**config.mk**
```make
export PLATFORM = sky130hd
export DESIGN_NAME = acpc_clock_cfg
export DESIGN_NICKNAME = d
export VERILOG_FILES = /design/src/acpc_pkg.sv /design/src/acpc_clock_cfg.sv
export SDC_FILE = /design/constraint.sdc
export NUM_CORES = 1
export LEC_CHECK = 0
export BUFFER_PORTS_ARGS = -buffer_cell sky130_fd_sc_hd__buf_2
export CAP_MARGIN = 15
export CORE_ASPECT_RATIO = 0.6
export CORE_UTILIZATION = 55
export DETAILED_ROUTE_END_ITERATION = 8
export PLACE_DENSITY = 0.82
export SKIP_CTS_REPAIR_TIMING = 1
export SLEW_MARGIN = 20
export SYNTH_ARGS = -nofsm -noshare
export SYNTH_HDL_FRONTEND = slang
export SYNTH_SLANG_ARGS = --single-unit
export TNS_END_PERCENT = 5
```
**constraint.sdc**
```tcl
create_clock -name clk -period 4.5 [get_ports clk]
set_input_delay 0.9 -clock clk [delete_from_list [all_inputs] [get_ports clk]]
set_output_delay 0.9 -clock clk [all_outputs]
set_load 0.02 [all_outputs]
```
**src/acpc_pkg.sv**
```systemverilog
package acpc_pkg;

	// ------------------------------------------------------------------
	// Register map
	// ------------------------------------------------------------------
	localparam logic [7:0] ACPC_ADDR_CLOCK_SOURCE_CONFIG = 8'h16;
	localparam logic [7:0] ACPC_ADDR_MIC_CLK = 8'h1f;
	localparam logic [7:0] ACPC_ADDR_MIC_EDGE = 8'h20;

	localparam logic [7:0] ACPC_RST_CLOCK_SOURCE_CONFIG = 8'h10;
	localparam logic [7:0] ACPC_RST_MIC_CLK = 8'h40;
	localparam logic [7:0] ACPC_RST_MIC_EDGE = 8'h00;

	// Writable bits of the edge register; the others read as zero.
	localparam logic [7:0] ACPC_MIC_EDGE_WMASK = 8'hc0;

	// Field positions.
	localparam int ACPC_BIT_ROOT_SEL = 7;
	localparam int ACPC_BIT_FREQ_MODE = 6;
	localparam int ACPC_RATIO_HI = 5;
	localparam int ACPC_RATIO_LO = 3;
	localparam int ACPC_BIT_BCLK_INV = 1;
	localparam int ACPC_DIV_HI = 1;
	localparam int ACPC_DIV_LO = 0;
	localparam int ACPC_BIT_EDGE_SEL = 7;

	// ------------------------------------------------------------------
	// Microphone clock generation
	// ------------------------------------------------------------------
	localparam longint ACPC_SYS_CLK_HZ = 250_000_000;
	localparam longint ACPC_MIC_BASE_44K_HZ = 2_822_400;
	localparam longint ACPC_MIC_BASE_48K_HZ = 3_072_000;
	localparam int ACPC_ACC_W = 32;
	// Phase step for one toggle per accumulator wrap (two per period).
	localparam longint ACPC_STEP_44K_L =
		(2 * ACPC_MIC_BASE_44K_HZ * (64'h1 << ACPC_ACC_W)) / ACPC_SYS_CLK_HZ;
	localparam longint ACPC_STEP_48K_L =
		(2 * ACPC_MIC_BASE_48K_HZ * (64'h1 << ACPC_ACC_W)) / ACPC_SYS_CLK_HZ;
	localparam logic [31:0] ACPC_STEP_44K = ACPC_STEP_44K_L[31:0];
	localparam logic [31:0] ACPC_STEP_48K = ACPC_STEP_48K_L[31:0];

	localparam logic [1:0] ACPC_DIV_BASE = 2'h0;
	localparam logic [1:0] ACPC_DIV_HALF = 2'h1;
	localparam logic [1:0] ACPC_DIV_QUARTER = 2'h2;
	localparam logic [1:0] ACPC_DIV_DOUBLE = 2'h3;

	// ------------------------------------------------------------------
	// Types
	// ------------------------------------------------------------------
	typedef enum logic {
		ACPC_ROOT_BITCLOCK,
		ACPC_ROOT_MASTERCLOCK
	} acpc_root_t;

	typedef struct packed {
		acpc_root_t root_source;
		logic freq_from_ratio;
		logic ratio_apply;
		logic [11:0] mclk_fs_ratio;
	} acpc_clk_cfg_t;

	typedef struct packed {
		logic ch1;
		logic ch2;
	} acpc_mic_pair_t;

endpackage : acpc_pkg
```
**src/acpc_clock_cfg.sv**
```systemverilog
`timescale 1ns/1ns
// Operation
// - In slave auto mode with the PLL bypassed, root clock is bit clock when the select bit is 0 and master clock when 1.
// - In master auto mode, the frequency mode bit picks the separate frequency field at 0 and the frame-sync multiple at 1.
// - The three-bit ratio field maps 0..7 to 64, 256, 384, 512, 768, 1024, 1536, 2304, resetting to 2.
// - The ratio applies only in master mode or in slave mode with master clock as root.
// - In master mode the invert bit inverts the bit clock used for frame-sync generation only.
// - The two-bit divider picks base, half, quarter or double of the base microphone clock rate.
// - Edge select 0 latches channel 1 on falling and channel 2 on rising edge; 1 swaps them.
module acpc_clock_cfg (
	input wire logic clk,
	input wire logic rst_n,
	input wire logic [7:0] reg_addr,
	input wire logic reg_wr,
	input wire logic [7:0] reg_wdata,
	output logic [7:0] reg_rdata,
	input wire logic master_mode,
	input wire logic auto_clock_cfg,
	input wire logic auto_mode_pll_bypass,
	input wire logic rate_family_44k,
	input wire logic mic_enable,
	input wire logic bitclock_pin,
	input wire logic mic_data_pin,
	output acpc_pkg::acpc_clk_cfg_t clk_cfg,
	output logic frame_gen_bitclock,
	output logic mic_clock_out,
	output acpc_pkg::acpc_mic_pair_t mic_bits,
	output logic mic_bits_valid
);

	// ------------------------------------------------------------------
	// Helpers
	// ------------------------------------------------------------------
	// Decode of the master-clock to frame-sync ratio code.
	function automatic logic [11:0] ratio_decode(input logic [2:0] code);
		logic [11:0] r;
		r = 12'h000;
		case (code)
			3'h0: r = 12'h040;
			3'h1: r = 12'h100;
			3'h2: r = 12'h180;
			3'h3: r = 12'h200;
			3'h4: r = 12'h300;
			3'h5: r = 12'h400;
			3'h6: r = 12'h600;
			default: r = 12'h900;
		endcase
		return r;
	endfunction : ratio_decode

	// ------------------------------------------------------------------
	// Registers
	// ------------------------------------------------------------------
	logic [7:0] clock_source_config_r;
	logic [7:0] mic_clk_r;
	logic [7:0] mic_edge_r;
	logic [7:0] reg_rdata_r;

	// Reserved bits are stored as written, except in the edge register, where
	// only bits 7:6 are kept; elsewhere their reset pattern is the writer's duty.
	always_ff @(posedge clk or negedge rst_n) begin
		if (!rst_n) begin
			clock_source_config_r <= acpc_pkg::ACPC_RST_CLOCK_SOURCE_CONFIG;
			mic_clk_r <= acpc_pkg::ACPC_RST_MIC_CLK;
			mic_edge_r <= acpc_pkg::ACPC_RST_MIC_EDGE;
		end else if (reg_wr) begin
			case (reg_addr)
				acpc_pkg::ACPC_ADDR_CLOCK_SOURCE_CONFIG: begin
					clock_source_config_r <= reg_wdata;
				end
				acpc_pkg::ACPC_ADDR_MIC_CLK: begin
					mic_clk_r <= reg_wdata;
				end
				acpc_pkg::ACPC_ADDR_MIC_EDGE: begin
					mic_edge_r <= reg_wdata & acpc_pkg::ACPC_MIC_EDGE_WMASK;
				end
				default: begin
				end
			endcase
		end
	end

	// Read data is registered, one cycle after the address; unmapped
	// addresses read as zero.
	always_ff @(posedge clk or negedge rst_n) begin
		if (!rst_n) begin
			reg_rdata_r <= 8'h00;
		end else begin
			case (reg_addr)
				acpc_pkg::ACPC_ADDR_CLOCK_SOURCE_CONFIG: reg_rdata_r <= clock_source_config_r;
				acpc_pkg::ACPC_ADDR_MIC_CLK: reg_rdata_r <= mic_clk_r;
				acpc_pkg::ACPC_ADDR_MIC_EDGE: reg_rdata_r <= mic_edge_r;
				default: reg_rdata_r <= 8'h00;
			endcase
		end
	end

	assign reg_rdata = reg_rdata_r;

	// ------------------------------------------------------------------
	// Clock source configuration
	// ------------------------------------------------------------------
	logic root_sel_bit;
	logic slave_root_mclk;
	acpc_pkg::acpc_clk_cfg_t clk_cfg_nxt;
	acpc_pkg::acpc_clk_cfg_t clk_cfg_r;

	assign root_sel_bit = clock_source_config_r[acpc_pkg::ACPC_BIT_ROOT_SEL];
	// Root selection only matters in slave auto mode with the PLL bypassed.
	assign slave_root_mclk = !master_mode && auto_clock_cfg &&
		auto_mode_pll_bypass && root_sel_bit;

	// Decoded configuration for the clock tree.
	always_comb begin
		clk_cfg_nxt.root_source = slave_root_mclk ?
			acpc_pkg::ACPC_ROOT_MASTERCLOCK :
			acpc_pkg::ACPC_ROOT_BITCLOCK;
		clk_cfg_nxt.freq_from_ratio = master_mode && auto_clock_cfg &&
			clock_source_config_r[acpc_pkg::ACPC_BIT_FREQ_MODE];
		clk_cfg_nxt.ratio_apply = master_mode || slave_root_mclk;
		clk_cfg_nxt.mclk_fs_ratio = ratio_decode(
			clock_source_config_r[acpc_pkg::ACPC_RATIO_HI:acpc_pkg::ACPC_RATIO_LO]
		);
	end

	always_ff @(posedge clk or negedge rst_n) begin
		if (!rst_n) begin
			clk_cfg_r <= '0;
		end else begin
			clk_cfg_r <= clk_cfg_nxt;
		end
	end

	assign clk_cfg = clk_cfg_r;

	// ------------------------------------------------------------------
	// Pin synchronisers
	// ------------------------------------------------------------------
	logic [1:0] bclk_sync_r;
	logic [1:0] mdat_sync_r;

	always_ff @(posedge clk or negedge rst_n) begin
		if (!rst_n) begin
			bclk_sync_r <= 2'h0;
			mdat_sync_r <= 2'h0;
		end else begin
			bclk_sync_r <= {bclk_sync_r[0], bitclock_pin};
			mdat_sync_r <= {mdat_sync_r[0], mic_data_pin};
		end
	end

	// ------------------------------------------------------------------
	// Frame-sync bit clock
	// ------------------------------------------------------------------
	logic frame_gen_bitclock_r;

	// Inversion touches only the copy that feeds frame-sync generation.
	always_ff @(posedge clk or negedge rst_n) begin
		if (!rst_n) begin
			frame_gen_bitclock_r <= 1'b0;
		end else begin
			frame_gen_bitclock_r <= bclk_sync_r[1] ^ (master_mode &&
				clock_source_config_r[acpc_pkg::ACPC_BIT_BCLK_INV]);
		end
	end

	assign frame_gen_bitclock = frame_gen_bitclock_r;

	// ------------------------------------------------------------------
	// Microphone clock generator
	// ------------------------------------------------------------------
	// A phase accumulator is used because 250 MHz has no integer ratio to
	// either audio family; edges jitter by one system cycle at most.
	logic [31:0] base_step;
	logic [31:0] step;
	logic [32:0] acc_sum;
	logic [31:0] acc_r;
	logic mic_clock_out_r;
	logic toggle;

	assign base_step = rate_family_44k ? acpc_pkg::ACPC_STEP_44K :
		acpc_pkg::ACPC_STEP_48K;

	// Divider code scales the step; value 3 doubles the base rate.
	always_comb begin
		case (mic_clk_r[acpc_pkg::ACPC_DIV_HI:acpc_pkg::ACPC_DIV_LO])
			acpc_pkg::ACPC_DIV_BASE: step = base_step;
			acpc_pkg::ACPC_DIV_HALF: step = base_step >> 1;
			acpc_pkg::ACPC_DIV_QUARTER: step = base_step >> 2;
			default: step = base_step << 1;
		endcase
	end

	assign acc_sum = {1'b0, acc_r} + {1'b0, step};
	assign toggle = acc_sum[32];

	always_ff @(posedge clk or negedge rst_n) begin
		if (!rst_n) begin
			acc_r <= 32'h0;
			mic_clock_out_r <= 1'b0;
		end else if (!mic_enable) begin
			acc_r <= 32'h0;
			mic_clock_out_r <= 1'b0;
		end else begin
			acc_r <= acc_sum[31:0];
			if (toggle) begin
				mic_clock_out_r <= !mic_clock_out_r;
			end
		end
	end

	assign mic_clock_out = mic_clock_out_r;

	// ------------------------------------------------------------------
	// Microphone data capture
	// ------------------------------------------------------------------
	logic rise_evt;
	logic fall_evt;
	logic ch1_evt;
	logic ch2_evt;
	acpc_pkg::acpc_mic_pair_t mic_bits_r;
	logic mic_bits_valid_r;

	assign rise_evt = mic_enable && toggle && !mic_clock_out_r;
	assign fall_evt = mic_enable && toggle && mic_clock_out_r;
	// Edge select swaps which edge feeds which channel.
	assign ch1_evt = mic_edge_r[acpc_pkg::ACPC_BIT_EDGE_SEL] ?
		rise_evt : fall_evt;
	assign ch2_evt = mic_edge_r[acpc_pkg::ACPC_BIT_EDGE_SEL] ?
		fall_evt : rise_evt;

	// A pair is reported once both channels of one period are held.
	always_ff @(posedge clk or negedge rst_n) begin
		if (!rst_n) begin
			mic_bits_r <= '0;
			mic_bits_valid_r <= 1'b0;
		end else begin
			mic_bits_valid_r <= ch2_evt;
			if (ch1_evt) begin
				mic_bits_r.ch1 <= mdat_sync_r[1];
			end
			if (ch2_evt) begin
				mic_bits_r.ch2 <= mdat_sync_r[1];
			end
		end
	end

	assign mic_bits = mic_bits_r;
	assign mic_bits_valid = mic_bits_valid_r;

endmodule : acpc_clock_cfg

```
==> impl_results.md, run 1 <==
* Initial Util at 57.94%
* Period utilisation layout at ~92%
* Starting DRT DRC Count at 384
* Total GRT Usage at 26.48%
* Non-Filler Instances at 640
* Total wire length at 11100 um
* Layout Nets at about 600
* Largest family of logic cells by synthesized area: compound AO/OA/AOI/OAI gates
* Pre-antenna DRT Iters at 5
* Final setup violation count at 0
* Leading cell types by count after synthesis: dfrtp_1 (74), nor2_1 (47), nand2_1 (42), a21oi_1 (37), ha_1 (36)
* Area share of xor/xnor cells in the synthesized design at between 3 and 4%
* Latest clock arrival within the worst-skew pair at around 0.34 ns
* Worst Setup End Kind: register
* Fmax at 240.9 MHz
* Clk root buf: clkbuf_16
* Final min period at 4.151 ns
* Dominant synthesized flop cell: dfrtp_1
* Total gr overflow at 0
* Core box area at 8008 sq um
* H-tree levels at 3
* Crit-path max FO at 16
* FP Rows at 25
* Post-Place Worst Slack at 0.2574 ns
* Final worst-path setup slack at 0.3488 ns
* Synth-to-Final Area Change at 13.89%
* Max-cap violations at 0
* Pwr Density at 469.9 nW/um^2
* Worst r2r src: mic_clk_r[0]
* # IOs at between 50 and 60
* Worst hold path type: register to register
* Port bufs at 47
* RSZ-0062 raised after global routing: false
* Via-to-Cell Ratio at 6.053
* Clock Sinks at 76
* Placed cell count at 624
* Chip Width at 120.6 um
* ANT cells at 0
* Synthesized area at 4639 sq um
* Seq cells post-synth at 76
* EDFF count, synth at 0
* Final hold vios at 0
* CP startpoint: mic_clk_r[0]
* Fin Setup TNS at 0 ns
* Crit path to: mic_bits[0]
* Crit Path Category: register to register
* Leakage at between 0.002 and 0.003 uW
* WP data arrival at 4.37 ns
* R2R Setup Slk at 0.35 ns
* DR WL/cell at 17.34 um
* Ys Warns at 0
* Clk slew on worst S/H paths at 0.06 ns
* Vias in the first global route at 3526
* Initial antenna violation count at 0
* Most numerous cell in the Yosys netlist: dfrtp_1
* Worst R2R End: mic_bits[0]
* Yosys top cell area share at between 30% and 40%
* Synth Area in Simple Gates at ~17%
* Final Max Slew Viols at 0
* Finished Core Util at 65.98%
* Final Skew at 0.006452 ns
* Ys async rst share at 100.0%
* Die area at about 8800 sq um
* Synth Instances at 479
* Largest net degree at the start of global routing at 77
* Maximum clock path buffer count at 2
* Worst Setup Start Kind: register
* Vias post-DR at 3874
* Post-route ant nets at 0
* Multiplexer area fraction after synthesis at approximately 6.4%
* Mapped Avg Cell Area at 9.686 sq um
* Filler cells at slightly above 600
* Max VDD drop at 0.0003694 V
* Share of layout cells above drive strength 1 at slightly below 20%
* R2r worst-path depth at 13
* CTS Buf Count at 9
* Post-Synth Adder-Cell Area at 10.14%
* Worst path required time at ~4.7 ns
* First-pass GRT wire length at 17690 um
* Gpl congestion at 0.9133
* Hpwl dp at slightly below 8000 um
* Die Span Y at 73.14 um
* Tightest Pin Transition at 1.098 ns
* Distinct cells, synth at 61
* Top area cells in the synthesized netlist: dfrtp_1 (40%), ha_1 (9.7%), mux2_2 (4.6%), a21oi_1 (4.0%), nor2_1 (3.8%)
* # DRC at 0
* Post-synthesis compound-gate area fraction at 18.23%
* Status: finished clean
* Slew margin rel. at 26.70%
* Synth area leader: dfrtp_1
* Sequential area share after synthesis at 41.05%
* TritonCTS clock tree: yes
==> flip-flops by register name (all words and copies together), names as in the netlist, 2 cells and up <==
name                   count
acc_r                     32
bclk_sync_r                2
clk_cfg                    9
clock_source_config_r      8
mdat_sync_r                2
mic_bits                   2
mic_clk_r                  8
mic_edge_r                 2
reg_rdata                  8
==> cells in the final DEF, fill, tap and decap left out, types with 4 or more instances in the layout <==
cell type,instances
a21boi_0,5
a21o_1,10
a21oi_1,37
a22o_1,6
and2_1,8
and3_1,6
buf_2,46
clkbuf_16,9
conb_1,6
dfrtp_1,74
ha_1,36
inv_1,21
mux2_2,19
mux2i_1,7
nand2_1,42
nand2b_1,6
nand3_1,9
nand4_1,4
nor2_1,47
nor2b_1,5
nor3_1,14
o21a_1,7
o21ai_0,24
or2_2,4
xnor2_1,8
xor2_1,10
==> where the power goes <==
| part | internal (uW) | total, uW | switching (uW) |
|---|---|---|---|
| clock network | 492 | 790 | 298 |
| registers | 782 | 836 | 54.1 |
| logic | 344 | 857 | 513 |
| total | 1620 | 2480 | 865 |
==> critical path, stage by stage (launching register included) <==
cell and delay (ns):
dfrtp_1 0.54, ha_1 0.55, nand2_1 0.16, o21ai_0 0.17, inv_1 0.11, fa_1 0.44, nor2b_1 0.18, o21ai_0 0.18
a211o_1 0.39, and3_4 0.22, o211ai_4 0.21, o21ai_4 0.10, a2111oi_4 0.40, mux2_2 0.38
==> cell families after synthesis <==
group,after synthesis
xor+xnor,18
compound gates,122
simple gates,160
mux,27
other cells,1
buf+inv,38
fa+ha+maj,37
flops,76
==> layout make-up <==
cell class	count	area [sq um]	area share (%)
Timing Repair Buffer	49	252.7	4.783
Tap cell	108	135.1	2.557
Clock inverter	6	95.09	1.800
Inverter	21	78.83	1.492
Multi-Input combinational cell	370	2589	48.99
Clock buffer	10	229.0	4.333
Sequential cell	76	1904	36.04
==> worst min-delay path by stage <==
stage / start / slack, ns / end / cells past startpoint
floorplan: bclk_sync_r[0] / 0.33 / bclk_sync_r[1] / 0
global placement: bclk_sync_r[0] / 0.33 / bclk_sync_r[1] / 0
detailed placement: mdat_sync_r[0] / 0.34 / mdat_sync_r[1] / 0
CTS: mdat_sync_r[0] / 0.36 / mdat_sync_r[1] / 0
global route: mdat_sync_r[0] / 0.36 / mdat_sync_r[1] / 0
finish: mdat_sync_r[0] / 0.36 / mdat_sync_r[1] / 0
==> routing by layer <==
layer | vias to the layer above | GRT usage [%] | part of all wire (%)
met1 | 1912 | 38.54 | 47
met2 | 140 | 39.91 | 45
met5 | - | 0 | 0
li1 | 1809 | - | -
met4 | 0 | 7.407 | 1.0
met3 | 13 | 5.781 | 7.0
==> stage by stage <==
| step | total power (uW) | hold slack [ns] | area (sq um) |
|---|---|---|---|
| final | 2483 | 0.3560 | 5284 |
| after global routing | 2623 | 0.3594 | 5284 |
| after CTS | 2473 | 0.3569 | 5284 |
| after detailed placement | 1672 | 0.3434 | 4960 |
| after global placement | 1637 | 0.3325 | 4960 |
| after floorplan | 1483 | 0.3312 | 4658 |
Note: power is estimated with default switching activity, not from simulation.
==> run 2: changes to the inputs <==
- CORE_UTILIZATION: 55 -> 54
- PLACE_DENSITY: 0.82 -> 0.81
==> run 2 against run 1 <==
  * Worst setup slack lost 0.020 ns
  * First-iteration DRC count shrank 2.3%
  * Largest cell class unchanged
  * Die area grew 1.8%
  * Critical path depth is the same
  * Global-route usage is essentially flat
  * Core utilization shrank 0.86 points
==> impl_results.md, run 2 (synthesized netlist as in run 1, its figures left out) <==
* Worst hold slack at 0.3568 ns
* Multi-input gate area in the final layout at roughly 2600 sq um
* Hpwl dp at 7955 um
* Most frequent cells in the layout: dfrtp_1 (74), nor2_1 (47), buf_2 (46)
* Layout Nets at 591
* Die area at 8979 sq um
* Clk root buf: clkbuf_16
* First-pass GRT wire length at 17590 um
* Max VDD drop at 0.0002627 V
* Worst hold path type: register to register
* Final hold vios at 0
* Final min period at 4.171 ns
* Latest clock arrival within the worst-skew pair at around 0.35 ns
* Critical path depth at 13
* Final setup violation count at 0
* Most common cell after layout, fill and taps aside: dfrtp_1
* Vias post-DR at 3833
* Fmax at 239.8 MHz
* Leakage at 0.002650 uW
* Die Span Y at ~74 um
* Hold Path Depth at 0
* Fin Setup TNS at 0 ns
* Max-cap violations at 0
* M2 GR Usage at 37.25%
* Register area at 1904 sq um
* Worst Setup End Kind: register
* Slew margin rel. at 27.02%
* Final Max Slew Viols at 0
* Bufs and invs on worst path at 1
* Via-to-Cell Ratio at 5.980
* Chip Width at 121.7 um
* Filler cells at 638
* Maximum clock path buffer count at 2
* Pwr Density at between 400 and 500 nW/um^2
* Total GRT Usage at 26.43%
* Share of layout cells above drive strength 1 at between 10% and 20%
* Total wire length at 11130 um
* GRT Max-Usage Layer: met1
* Synth-to-Final Area Change at 13.73%
* R2r worst-path depth at 13
* Crit-path max FO at 16
* Pre-antenna DRT Iters at 5
* Max reg flops at 32
* Delay-heaviest family, CP: compound AO/OA/AOI/OAI gates
* Crit Path Category: register to register
* DR WL/cell at about 17 um
* Worst Setup Start Kind: register
* Port bufs at 47
* Largest net degree at the start of global routing at 77
* Delay of the slowest critical-path stage at ~0.57 ns
* Tightest Pin Transition at 1.093 ns
* GR Layer Usage met3 at 7.686%
* Initial Util at 57.27%
* Critical path's slowest cell: dfrtp_1
* TritonCTS clock tree: yes
* H-tree levels at 3
* Worst path required time at 4.73 ns
* Gpl congestion at 0.9058
* Initial antenna violation count at 0
* Top reg by flops: acc_r
* Period utilisation layout at roughly 93%
* Post-route ant nets at 0
* Most frequent CP cell: o21ai_0
* Final Skew at 0.008185 ns
* # DRC at 0
* Crit-path cells: ha_1, nand2_1, o21ai_0, inv_1, fa_1, nor2b_1, o21ai_0, a211o_1, and3_4, o211ai_4, o21ai_4, a2111oi_4, mux2_2
* FP Rows at 25
* Status: finished clean
* Finished Core Util at 65.13%
* Vias in the first global route at 3493
* CTS Buf Count at 9
* ANT cells at 0
* # IOs at 54
* Clk slew on worst S/H paths at 0.06 ns
* Total gr overflow at 0
* Core box area at 8102 sq um
* GR Layer Usage met1 at 39.46%
* Clock Sinks at 76
* WP data arrival at 4.41 ns
* Starting DRT DRC Count at 375
* RSZ-0062 raised after global routing: false
==> run 2: cell count changes in the layout (fill, tap and decap cells not counted), sizes merged <==
cell and change:
inv +1, bufinv -1, buf +1
==> run 2: metrics by stage <==
| stage | worst slack, ns | power (uW) | instance area (sq um) | instances |
|---|---|---|---|---|
| finish | 0.3292 | 2457 | 5276 | 641 |
| global route | 0.08056 | 2594 | 5276 | 641 |
| CTS | 0.3996 | 2445 | 5276 | 641 |
| detailed placement | 0.3454 | 1681 | 4967 | 625 |
| global placement | 0.4864 | 1652 | 4967 | 625 |
| floorplan | 0.5167 | 1483 | 4658 | 484 |
==> run 2: path summary, 6_finish.rpt <==
kind	slack [ns]	startpoint	endpoint
max	0.33	mic_clk_r[0]	mic_bits[0]
min	0.36	mdat_sync_r[0]	mdat_sync_r[1]
max reg2reg	0.33	mic_clk_r[0]	mic_bits[0]
min reg2reg	0.36	mdat_sync_r[0]	mdat_sync_r[1]
max in group asynchronous	3.17	rst_n	acc_r[19]
min in group asynchronous	0.69	rst_n	acc_r[8]
==> run 2: metal layers <==
layer | vias to the layer above | share of wire (%)
li1 | 1808 | -
met1 | 1864 | 49
met2 | 144 | 42
met3 | 17 | 8.0
met4 | 0 | 1.1
met5 | - | 0
==> run 2: power by group <==
part / leakage [uW] / switching (uW) / total (uW) / internal, uW
Sequential: 0.00100 / 56.0 / 838 / 782
Clock: 0.000154 / 309 / 759 / 450
Combinational: 0.00150 / 513 / 860 / 347
==> run 2: worst register-to-register path, delay by kind of cell, from the launching register on <==
kind / cells / cell delay (ns)
compound gates: 6 / 1.43
fa+ha+maj: 2 / 0.99
buf+inv: 1 / 0.12
flops: 1 / 0.57
mux: 1 / 0.38
simple gates: 3 / 0.58
==> run 2: area by class of cell <==
type,instances,area share (%)
Clock buffer,10,4.529
Sequential cell,76,36.09
Tap cell,108,2.561
Multi-Input combinational cell,370,49.06
Timing Repair Buffer,50,4.932
Clock inverter,6,1.328
Inverter,21,1.494
